<file path="src/inc/adcsc_map.vh">
// Purpose: Register map, field positions and timing counts of the converter
//          status and control block.
// Assumes: Plain register port, one byte-wide register file.
// Notes:   Offsets of registers other than the status/control one are local.
`ifndef ADCSC_MAP_VH
`define ADCSC_MAP_VH

// Register indices on the plain register port
`define ADCSC_ADDR_W 3
`define ADCSC_REG_SC 3'h0
`define ADCSC_REG_RES_LO 3'h1
`define ADCSC_REG_RES_HI 3'h2
`define ADCSC_REG_CFG 3'h3
`define ADCSC_REG_IRQ_ST 3'h4
`define ADCSC_REG_IRQ_MSK 3'h5
`define ADCSC_REG_CMP 3'h6

// Status/control field positions
`define ADCSC_DONE_BIT 7
`define ADCSC_IEN_BIT 6
`define ADCSC_CONT_BIT 5
`define ADCSC_CH_HI 4
`define ADCSC_CH_LO 0

// Configuration register field positions
`define ADCSC_CFG_HWTRG_BIT 0
`define ADCSC_CFG_CMPEN_BIT 1
`define ADCSC_CFG_CMPGT_BIT 2

// Interrupt status bits
`define ADCSC_IRQ_DONE_BIT 0
`define ADCSC_IRQ_OVR_BIT 1

// Reset values
`define ADCSC_SC_RST 8'h1f
`define ADCSC_CFG_RST 3'h0
`define ADCSC_IRQ_RST 2'h0
`define ADCSC_CMP_RST 10'h000

// Channel codes
`define ADCSC_CH_OFF 5'h1f
`define ADCSC_CH_LAST 5'h16

// Conversion time: figure in ns and derived cycle count at 200 MHz
`define ADCSC_CLK_PERIOD_NS 5
`define ADCSC_CONV_TIME_NS 115
`define ADCSC_CONV_CYCLES (`ADCSC_CONV_TIME_NS / `ADCSC_CLK_PERIOD_NS)

`endif

</file>
<file path="src/design/adcsc_ctrl.v">
// Purpose: Status and control logic of a successive approximation converter.
// Assumes: Single clock sys_clk at 200 MHz, synchronous active-low reset,
//          hardware trigger and comparator inputs synchronous to sys_clk.
// Notes:   Register port answers reads one cycle later; unmapped reads 0.
//
// Behaviour
// - With compare disabled the done flag in bit 7 sets on every finished conversion.
// - With compare enabled the done flag sets at conversion end only if the compare holds.
// - A write of the status/control register or read of the result low byte clears done unless a conversion completes in that cycle.
// - The done interrupt asserts when done sets while the enable in bit 6 and interrupt mask bit 0 are both high.
// - With continuous off, one conversion follows each write in software trigger mode or each hardware trigger in hardware mode.
// - With continuous on, a write in software trigger mode or a trigger in hardware mode starts back-to-back conversions.
// - Bits 4:0 choose the input; code n selects channel n for n from 0 to 22.
// - The all-ones channel code powers the converter off and isolates the input.
// - Stopping continuous mode with the all-ones code runs no further conversion.
// - With continuous off the converter drops to low power after each conversion.
//
// Design decisions made here: the strobed register port and the placing of the registers.
`include "adcsc_map.vh"

module adcsc_ctrl #(
  parameter RES_W = 10,
  parameter NUM_CH = 23,
  parameter STEP_CYCLES = `ADCSC_CONV_CYCLES / 10
) (
  input wire sys_clk,
  input wire reset_n,
  input wire [`ADCSC_ADDR_W-1:0] reg_addr,
  input wire [7:0] reg_wdata,
  input wire reg_wr,
  input wire reg_rd,
  output reg [7:0] reg_rdata,
  input wire hardware_conv_trigger,
  input wire cmp_hi,
  output reg [RES_W-1:0] dac_code,
  output reg [NUM_CH-1:0] input_connect,
  output reg converter_power_on,
  output reg done_irq
);

  localparam ST_IDLE = 3'b001;
  localparam ST_CONV = 3'b010;
  localparam ST_WAIT = 3'b100;

  reg [2:0] state_r;
  reg [2:0] state_nxt;
  reg conversion_done_flag_r;
  reg done_irq_enable_r;
  reg continuous_conv_enable_r;
  reg [4:0] input_channel_select_r;
  reg hw_trig_sel_r;
  reg compare_function_enable_r;
  reg compare_greater_r;
  reg [RES_W-1:0] cmp_value_r;
  reg [RES_W-1:0] result_r;
  reg [1:0] irq_status_r;
  reg [1:0] irq_mask_r;
  reg trig_prev_r;
  reg pending_r;

  wire sar_busy;
  wire sar_done;
  wire [RES_W-1:0] sar_result;
  wire [RES_W-1:0] sar_dac;

  wire wr_sc = reg_wr && (reg_addr == `ADCSC_REG_SC);
  wire rd_lo = reg_rd && (reg_addr == `ADCSC_REG_RES_LO);
  wire ch_off = (input_channel_select_r == `ADCSC_CH_OFF);
  wire new_ch_off = (reg_wdata[`ADCSC_CH_HI:`ADCSC_CH_LO] == `ADCSC_CH_OFF);
  wire trig_edge = hardware_conv_trigger && !trig_prev_r;

  // Compare outcome against the stored threshold
  wire cmp_true = compare_greater_r ? (sar_result >= cmp_value_r)
                                    : (sar_result < cmp_value_r);
  // Done qualified by compare function
  wire done_event = sar_done &&
    (!compare_function_enable_r || cmp_true);

  // Start request: a register write in software mode, a trigger edge in
  // hardware mode; a write that selects the off code starts nothing.
  wire start_req = hw_trig_sel_r ? trig_edge
                                 : (wr_sc && !new_ch_off);

  // Sequencer start pulse from the state machine
  reg sar_start;

  // Next-state logic for the conversion sequencer
  always @* begin
    state_nxt = state_r;
    sar_start = 1'b0;
    case (state_r)
      ST_IDLE: begin
        if (pending_r && !ch_off) begin
          state_nxt = ST_CONV;
          sar_start = 1'b1;
        end
      end
      ST_CONV: begin
        if (ch_off) begin
          state_nxt = ST_IDLE;
        end else if (sar_done) begin
          state_nxt = continuous_conv_enable_r ? ST_WAIT : ST_IDLE;
        end
      end
      ST_WAIT: begin
        // One idle cycle lets the sequencer clear busy before restarting
        if (ch_off || !continuous_conv_enable_r) begin
          state_nxt = ST_IDLE;
        end else begin
          state_nxt = ST_CONV;
          sar_start = 1'b1;
        end
      end
      default: begin
        state_nxt = ST_IDLE;
      end
    endcase
  end

  adcsc_sar #(
    .RES_W(RES_W),
    .STEP_CYCLES(STEP_CYCLES)
  ) u_sar (
    .sys_clk(sys_clk),
    .reset_n(reset_n),
    .start(sar_start),
    .abort(ch_off),
    .cmp_hi(cmp_hi),
    .dac_code(sar_dac),
    .busy(sar_busy),
    .done(sar_done),
    .result(sar_result)
  );

  // Control registers and sequencer state
  always @(posedge sys_clk) begin
    if (!reset_n) begin
      state_r <= ST_IDLE;
      done_irq_enable_r <= 1'b0;
      continuous_conv_enable_r <= 1'b0;
      input_channel_select_r <= `ADCSC_CH_OFF;
      hw_trig_sel_r <= 1'b0;
      compare_function_enable_r <= 1'b0;
      compare_greater_r <= 1'b0;
      cmp_value_r <= {RES_W{1'b0}};
      trig_prev_r <= 1'b0;
      pending_r <= 1'b0;
      result_r <= {RES_W{1'b0}};
    end else begin
      state_r <= state_nxt;
      trig_prev_r <= hardware_conv_trigger;
      if (wr_sc) begin
        done_irq_enable_r <= reg_wdata[`ADCSC_IEN_BIT];
        continuous_conv_enable_r <= reg_wdata[`ADCSC_CONT_BIT];
        input_channel_select_r <= reg_wdata[`ADCSC_CH_HI:`ADCSC_CH_LO];
      end
      if (reg_wr && reg_addr == `ADCSC_REG_CFG) begin
        hw_trig_sel_r <= reg_wdata[`ADCSC_CFG_HWTRG_BIT];
        compare_function_enable_r <= reg_wdata[`ADCSC_CFG_CMPEN_BIT];
        compare_greater_r <= reg_wdata[`ADCSC_CFG_CMPGT_BIT];
      end
      if (reg_wr && reg_addr == `ADCSC_REG_CMP) begin
        cmp_value_r <= {{(RES_W-8){1'b0}}, reg_wdata};
      end
      // A pending start is consumed when the sequencer launches
      if (start_req) begin
        pending_r <= 1'b1;
      end else if (sar_start || ch_off) begin
        pending_r <= 1'b0;
      end
      if (sar_done) begin
        result_r <= sar_result;
      end
    end
  end

  // Done flag: a completion in the same cycle as a clear wins, so no
  // conversion is lost to a racing write or result read
  always @(posedge sys_clk) begin
    if (!reset_n) begin
      conversion_done_flag_r <= 1'b0;
    end else if (done_event) begin
      conversion_done_flag_r <= 1'b1;
    end else if (wr_sc || rd_lo) begin
      conversion_done_flag_r <= 1'b0;
    end
  end

  // Sticky interrupt status; bit 1 records a done that found the flag set
  wire [1:0] irq_set;
  assign irq_set[`ADCSC_IRQ_DONE_BIT] = done_event && done_irq_enable_r;
  assign irq_set[`ADCSC_IRQ_OVR_BIT] = done_event && conversion_done_flag_r;

  genvar gi;
  generate
    for (gi = 0; gi < 2; gi = gi + 1) begin : g_irq
      // Set beats a write-one-to-clear in the same cycle
      always @(posedge sys_clk) begin
        if (!reset_n) begin
          irq_status_r[gi] <= 1'b0;
        end else if (irq_set[gi]) begin
          irq_status_r[gi] <= 1'b1;
        end else if (reg_wr && reg_addr == `ADCSC_REG_IRQ_ST &&
                     reg_wdata[gi]) begin
          irq_status_r[gi] <= 1'b0;
        end
      end
    end
  endgenerate

  // Mask register, then one level output from a flop
  always @(posedge sys_clk) begin
    if (!reset_n) begin
      irq_mask_r <= `ADCSC_IRQ_RST;
      done_irq <= 1'b0;
    end else begin
      if (reg_wr && reg_addr == `ADCSC_REG_IRQ_MSK) begin
        irq_mask_r <= reg_wdata[1:0];
      end
      // Clearing the enable also drops a pending done interrupt
      done_irq <= |(irq_status_r & irq_mask_r &
                    {1'b1, done_irq_enable_r});
    end
  end

  // Analog-side outputs: power, input switch and DAC code
  genvar ci;
  generate
    for (ci = 0; ci < NUM_CH; ci = ci + 1) begin : g_mux
      localparam [4:0] CH_CODE = ci;
      // Reserved and off codes close no switch
      always @(posedge sys_clk) begin
        if (!reset_n) begin
          input_connect[ci] <= 1'b0;
        end else begin
          input_connect[ci] <= !ch_off &&
            (input_channel_select_r == CH_CODE);
        end
      end
    end
  endgenerate

  // Power stays up only while converting; idle means low power
  always @(posedge sys_clk) begin
    if (!reset_n) begin
      converter_power_on <= 1'b0;
      dac_code <= {RES_W{1'b0}};
    end else begin
      converter_power_on <= !ch_off && (sar_busy || sar_start ||
        state_r == ST_WAIT);
      dac_code <= sar_dac;
    end
  end

  // Read mux, data valid in the cycle after the strobe
  always @(posedge sys_clk) begin
    if (!reset_n) begin
      reg_rdata <= 8'h00;
    end else if (reg_rd) begin
      case (reg_addr)
        `ADCSC_REG_SC: reg_rdata <= {conversion_done_flag_r,
          done_irq_enable_r, continuous_conv_enable_r,
          input_channel_select_r};
        `ADCSC_REG_RES_LO: reg_rdata <= result_r[7:0];
        `ADCSC_REG_RES_HI: reg_rdata <= {{(16-RES_W){1'b0}},
          result_r[RES_W-1:8]};
        `ADCSC_REG_CFG: reg_rdata <= {5'h00, compare_greater_r,
          compare_function_enable_r, hw_trig_sel_r};
        `ADCSC_REG_IRQ_ST: reg_rdata <= {6'h00, irq_status_r};
        `ADCSC_REG_IRQ_MSK: reg_rdata <= {6'h00, irq_mask_r};
        `ADCSC_REG_CMP: reg_rdata <= cmp_value_r[7:0];
        default: reg_rdata <= 8'h00;
      endcase
    end else begin
      reg_rdata <= 8'h00;
    end
  end

endmodule // adcsc_ctrl

</file>
<file path="src/design/adcsc_sar.v">
// Purpose: Successive approximation sequencer for the converter core.
// Assumes: Comparator input cmp_hi is synchronous to sys_clk.
// Notes:   One bit is resolved per step; start is ignored while busy.
`include "adcsc_map.vh"

module adcsc_sar #(
  parameter RES_W = 10,
  parameter STEP_CYCLES = 2
) (
  input wire sys_clk,
  input wire reset_n,
  input wire start,
  input wire abort,
  input wire cmp_hi,
  output reg [RES_W-1:0] dac_code,
  output reg busy,
  output reg done,
  output reg [RES_W-1:0] result
);

  reg [RES_W-1:0] trial_r;
  reg [7:0] step_cnt_r;
  reg [RES_W-1:0] bit_r;

  // Last value of the step counter, sized to the counter
  localparam [7:0] STEP_LAST = STEP_CYCLES - 1;

  // Binary search from the MSB down, one bit per step
  always @(posedge sys_clk) begin
    if (!reset_n) begin
      dac_code <= {RES_W{1'b0}};
      busy <= 1'b0;
      done <= 1'b0;
      result <= {RES_W{1'b0}};
      trial_r <= {RES_W{1'b0}};
      step_cnt_r <= 8'h00;
      bit_r <= {RES_W{1'b0}};
    end else begin
      done <= 1'b0;
      if (abort) begin
        busy <= 1'b0;
      end else if (!busy && start) begin
        busy <= 1'b1;
        bit_r <= {1'b1, {(RES_W-1){1'b0}}};
        trial_r <= {1'b1, {(RES_W-1){1'b0}}};
        dac_code <= {1'b1, {(RES_W-1){1'b0}}};
        step_cnt_r <= 8'h00;
      end else if (busy) begin
        if (step_cnt_r == STEP_LAST) begin
          step_cnt_r <= 8'h00;
          // Keep the trial bit when the input is above the DAC level
          if (bit_r == {{(RES_W-1){1'b0}}, 1'b1}) begin
            busy <= 1'b0;
            done <= 1'b1;
            result <= cmp_hi ? trial_r : (trial_r & ~bit_r);
          end else begin
            trial_r <= (cmp_hi ? trial_r : (trial_r & ~bit_r))
                       | (bit_r >> 1);
            dac_code <= (cmp_hi ? trial_r : (trial_r & ~bit_r))
                        | (bit_r >> 1);
            bit_r <= bit_r >> 1;
          end
        end else begin
          step_cnt_r <= step_cnt_r + 8'h01;
        end
      end
    end
  end

endmodule // adcsc_sar

</file>
<file path="config.mk">
export PLATFORM = sky130hd
export DESIGN_NAME = adcsc_ctrl
export DESIGN_NICKNAME = d
export VERILOG_FILES = /design/src/design/adcsc_ctrl.v /design/src/design/adcsc_sar.v
export VERILOG_INCLUDE_DIRS = /design/src /design/src/inc
export SDC_FILE = /design/constraint.sdc
export NUM_CORES = 1
export LEC_CHECK = 0
export BUFFER_PORTS_ARGS = -buffer_cell sky130_fd_sc_hd__buf_2
export CAP_MARGIN = 40
export CORE_UTILIZATION = 60
export CTS_BUF_LIST = sky130_fd_sc_hd__clkbuf_8
export DETAILED_ROUTE_END_ITERATION = 10
export PLACE_DENSITY_LB_ADDON = 0.12
export SYNTH_ARGS = -nofsm -noshare
export SYNTH_HDL_FRONTEND = slang
export SYNTH_SLANG_ARGS = --single-unit
</file>
<file path="constraint.sdc">
create_clock -name sys_clk -period 2.58 [get_ports sys_clk]
set_input_delay 0.258 -clock sys_clk [delete_from_list [all_inputs] [get_ports sys_clk]]
set_output_delay 0.258 -clock sys_clk [all_outputs]
set_load 0.005 [all_outputs]
</file>
After elaboration in Yosys (flattened, before gate mapping)
Index checks and enable logic that the tools add are counted.
W data, S select, Z words.
Storage, ports and cells
  input bits: 17
  word-level logic and storage cells: 203
  output and inout port bits: 43
  register bits: 121
Cells by class
  add/subtract/negate cells: 1
  bitwise logic cells: 10
  magnitude comparators: 2
  reduce and logical (&&, ||, !) cells: 67
  muxes and demuxes: 37
  eq/ne operators: 38
Operators with widths (count)
  $mux W10: 9
  $pmux W8 S7: 1
  $eq A5 B5 Y1 const B: 9
  $eq A5 B4 Y1 const B: 8
  $logic_and A1 B1 Y1: 39
  $mux W8: 3
  $eq A5 B3 Y1 const B: 4
  $mux W1: 17
  $eq A3 B3 Y1 const B: 4
  $mux W3: 4
  $reduce_bool A2 Y1: 6
  $and A10 B10 Y10: 1
  $eq A10 B1 Y1 const B: 1
  $eq A5 B2 Y1 const B: 2
  $ge A10 B8 Y1: 1
  $lt A10 B8 Y1: 1
  $not A10 Y10: 1
  $or A10 B9 Y10: 1
  $eq A3 B2 Y1 const B: 3
  $pmux W3 S3: 1
  $add A8 B1 Y8 const B: 1
  $eq A8 B1 Y1 const B: 1
  $eq A3 B1 Y1 const B: 2
  $logic_not A1 Y1: 6
  other kinds (16): 29

Longest topological paths before layout
  word-level depth: 8
  mapped depth: 8
  gate-level depth less buffers: 7

Cells and area by module
Synthesis repeated with hierarchy kept, for this count alone.
Unflattened totals
  cell total of the unflattened synthesis: 544
  area, all modules: 5033.6 µm²
Modules (own cells, without submodules)
  adcsc_ctrl: area each 3278.1 µm², seq. area each 1621.6 µm², cells each 352, times used 1
  adcsc_sar: area each 1755.4 µm², seq. area each 800.8 µm², cells each 192, times used 1

Worst setup path after synthesis
No wires, ideal clock.
  kind: register to register
  start point: register cmp_value_r[7]
  end point: register conversion_done_flag_r
  cell stages (with the launch flop): 7
  required time: 2.439 ns
  arrival time: 1.701 ns
  buffers on the path: 0
  slack: 0.737 ns
  clock period less this slack: 1.843 ns
  setup time: 0.141 ns
  cells stage by stage: dfxtp_1 inv_1 ha_1 a2111oi_0 o311ai_0 o22ai_1 o221ai_1
Between the ends
  longest elaborated chain between the ends: 5
  elaborated cells on any way between the ends: 7
  those cells by class: 2 x order compare; 2 x mux; 3 x reduce/logical
Ends and longest elaborated chain
  start, declared: line adcsc_ctrl.v:54  | reg [RES_W-1:0] cmp_value_r;
  start signal, assigned: line adcsc_ctrl.v:145  | cmp_value_r <= {RES_W{1'b0}};
  start signal, assigned: line adcsc_ctrl.v:163  | cmp_value_r <= {{(RES_W-8){1'b0}}, reg_wdata};
  $lt A10 B8 Y1 / $ge A10 B8 Y1 (equally long branches): line adcsc_ctrl.v:74, adcsc_ctrl.v:73
  $mux W1 (*): line adcsc_ctrl.v:73  | wire cmp_true = compare_greater_r ? (sar_result >= cmp_value_r)
  $logic_or A1 B1 Y1 (*): line adcsc_ctrl.v:77  | (!compare_function_enable_r || cmp_true);
  $logic_and A1 B1 Y1 (*): line adcsc_ctrl.v:76  | wire done_event = sar_done &&
  $mux W1 / $reduce_bool A2 Y1 (equally long branches)
  end signal, assigned: line adcsc_ctrl.v:181  | conversion_done_flag_r <= 1'b0;
  end signal, assigned: line adcsc_ctrl.v:183  | conversion_done_flag_r <= 1'b1;
  end signal, assigned: line adcsc_ctrl.v:185  | conversion_done_flag_r <= 1'b0;
  end, declared: line adcsc_ctrl.v:47  | reg conversion_done_flag_r;
Mark *: on every way between the ends. The rest lies on a longest branch, timed or not.
A chain may end at the register's enable or synchronous reset.

Worst setup path after layout
Same ends and word-level chain as after synthesis.

==> flow_summary.json <==
{
  "final.setup.worst_slack_ps": 462.6,
  "holdBufCountCts": 0,
  "viasPerCell": 5.724,
  "post-dp-hpwl_mm": 8.078,
  "setup_viol": 0,
  "cap_viol_max_count": 0,
  "ant_nets": 0,
  "avgSynthCellArea_sq_um": 9.156,
  "max_freq_mhz": 472.3,
  "synth_warnings": 0,
  "mostFrequentLayoutCell": "dfxtp_1",
  "post-cts-setup-buffer-count": 0,
  "gr-total-overflow": 0,
  "io_pins": 60,
  "syn_nets": 584,
  "cp.arrival_ps": 2420,
  "ys_ff_latch": 121,
  "fin_nets": 638,
  "power_density_mw_per_mm2": 653.2,
  "ys_seq_area_frac": 0.4750,
  "cts_root_buf": "clkbuf_8",
  "routed_wl_mm": 11.21,
  "syn_inst": 557,
  "grt_pass1_vias": 3775,
  "gp_routability_congestion": 0.9062,
  "slowest_stage": "a2111oi_0",
  "die_w_microns": 94.20,
  "cp-end-kind": "flop",
  "critPathMaxStageDelay_ps": 610,
  "crit_required_ps": 2880,
  "syn_to_final_growth_pct": 13.69,
  "drtIter0Drc": 248,
  "status": "completed",
  "cts-htree-levels": 4,
  "drcViolationCount": 0,
  "fin_crit_ps": 2117,
  "start_kind": "flop",
  "total_power_mw": 3.787,
  "hold_ws_ps": 60.91,
  "coreArea_sq_mm": 0.008217,
  "finalHoldViolations": 0,
  "clock-sinks": 121,
  "fin_skew_ps": 9.257,
  "grt_pass1_wl_mm": 18.34,
  "antenna_found_initial": 0,
  "async_flop_share": 0,
  "cts.clk_slew.worst_paths_ps": 70,
  "slew_viol_final": 0,
  "n_antenna_cell": 0,
  "drt-pass1-iter-count": 5,
  "holdCritPathClass": "input port to flop",
  "cts-buffers-inserted": 17,
  "place_area_sq_mm": 0.005401,
  "cts_resized": 0,
  "yosys_most_used_dff": "dfxtp_1",
  "fp.dieH_microns": 94.20,
  "vias": 4173,
  "crit_chain": "inv_1, ha_1, a2111oi_0, o311ai_0, o22ai_1, o221ai_1",
  "synth_edf_count": 0,
  "track_usage": 0.2671,
  "cts_tree": "done",
  "final_area_sq_mm": 0.005798,
  "drive_above_1_share": 0.2067,
  "worst_slew_pin_slew_ps": 682.6,
  "crit_type": "flop to flop",
  "dp_slack_ps": 436.9,
  "fin_cells": 729,
  "num_rows": 33,
  "dieArea_sq_mm": 0.008873,
  "cts_buffer_depth": 2,
  "synth_cell_types": 66,
  "cp_max_fo": 3,
  "synth_area_sq_mm": 0.005100,
  "grt_max_degree": 28,
  "clk_latency_ps": 430,
  "ir_worst_vdd_v": 0.0004876,
  "dp_cells": 697,
  "p_leak_nw": 2.224,
  "mostFrequentLayoutCells": "dfxtp_1 (121), nand2_1 (60), buf_2 (59)",
  "fin_crit_sh": 0.8207,
  "tns_ps": 0,
  "rsz0062_at_grt": "false",
  "start_util": 0.6207,
  "slew-limit-headroom": 0.5331,
  "drt-wirelength-per-cell_microns": 15.38,
  "portBuffers": 59,
  "fin_util": 0.7056
}
-- worst paths after layout --
check / start / to / slack (ps) / cells after the start
worst min-delay path: hardware_conv_trigger / trig_prev_r / 60 / 2
worst max-delay path: cmp_value_r[7] / conversion_done_flag_r / 460 / 6
worst max register to register: cmp_value_r[7] / conversion_done_flag_r / 460 / 6
worst min register to register: u_sar.result[0] / u_sar.result[0] / 480 / 2
-- per-layer routing --
| metal | global-route usage | share of wire |
|---|---|---|
| met2 | 0.4577 | 0.49 |
| met1 | 0.3278 | 0.45 |
| met4 | 0.09744 | 0.018 |
| met5 | 0 | 0 |
| met3 | 0.05583 | 0.046 |
-- power breakdown --
part | internal (mW) | switching (mW) | leakage [nW]
combinational | 0.0815 | 0.129 | 1.04
sequential | 1.89 | 0.0274 | 0.976
clock | 0.886 | 0.778 | 0.203
total | 2.85 | 0.934 | 2.22
-- layout make-up --
cell class | instances | area [sq um]
clock inverter | 14 | 148.9
multi-input combinational | 395 | 2470
sequential | 121 | 2422
tap | 105 | 131.4
inverter | 12 | 45.04
clock buffer | 18 | 247.7
fill | 652 | 2419
timing repair buffer | 64 | 332.8
-- critical path: cells and delay by family (launching register included) --
kind | cells | cell delay (ps)
buf+inv | 1 | 60
compound gates | 4 | 1270
fa+ha+maj | 1 | 310
flops | 1 | 360
-- cells by family after synthesis --
kind of cell	Yosys count	share of synthesized area
xor+xnor	8	0.01374
mux	22	0.04490
buf+inv	41	0.04072
simple gates	248	0.2576
flops	121	0.4750
fa+ha+maj	10	0.02453
compound gates	107	0.1435
-- registers in the layout (all words and copies together), names as in the netlist, 2 cells and up --
| name | flops |
|---|---|
| u_sar.bit_r | 10 |
| result_r | 10 |
| input_connect | 23 |
| u_sar.result | 10 |
| reg_rdata | 8 |
| state_r | 3 |
| irq_status_r | 2 |
| irq_mask_r | 2 |
| cmp_value_r | 8 |
| u_sar.step_cnt_r | 8 |
| dac_code | 10 |
| input_channel_select_r | 5 |
| u_sar.dac_code | 10 |
-- synth_stat cells (all sizes together), types with 2 or more instances --
master    n  share of area
nor3      7          0.011
mux2      7          0.015
a22oi     8          0.012
or2b      2         0.0029
nand3b    5         0.0098
mux2i    15          0.029
nand4     3         0.0037
dfxtp   121           0.47
nor4b     3         0.0064
and4bb    2         0.0049
nand3    39          0.039
nand2    62          0.047
a21oi    31          0.031
o22ai     2         0.0025
nor2b    25          0.031
nor4      6         0.0086
o21a      2         0.0029
o21ai    19          0.025
xnor2     7          0.012
nand2b   17          0.021
inv      12         0.0088
and2     15          0.019
nor2     50          0.037
a21boi   20          0.029
or3       3         0.0037
nand4b    2         0.0034
a31oi     3         0.0037
o31ai     9          0.013
clkbuf   15          0.011
a211oi    2         0.0039
and3      3         0.0037
buf      14          0.021
ha       10          0.025
Note: power is estimated with default switching activity, not from simulation.
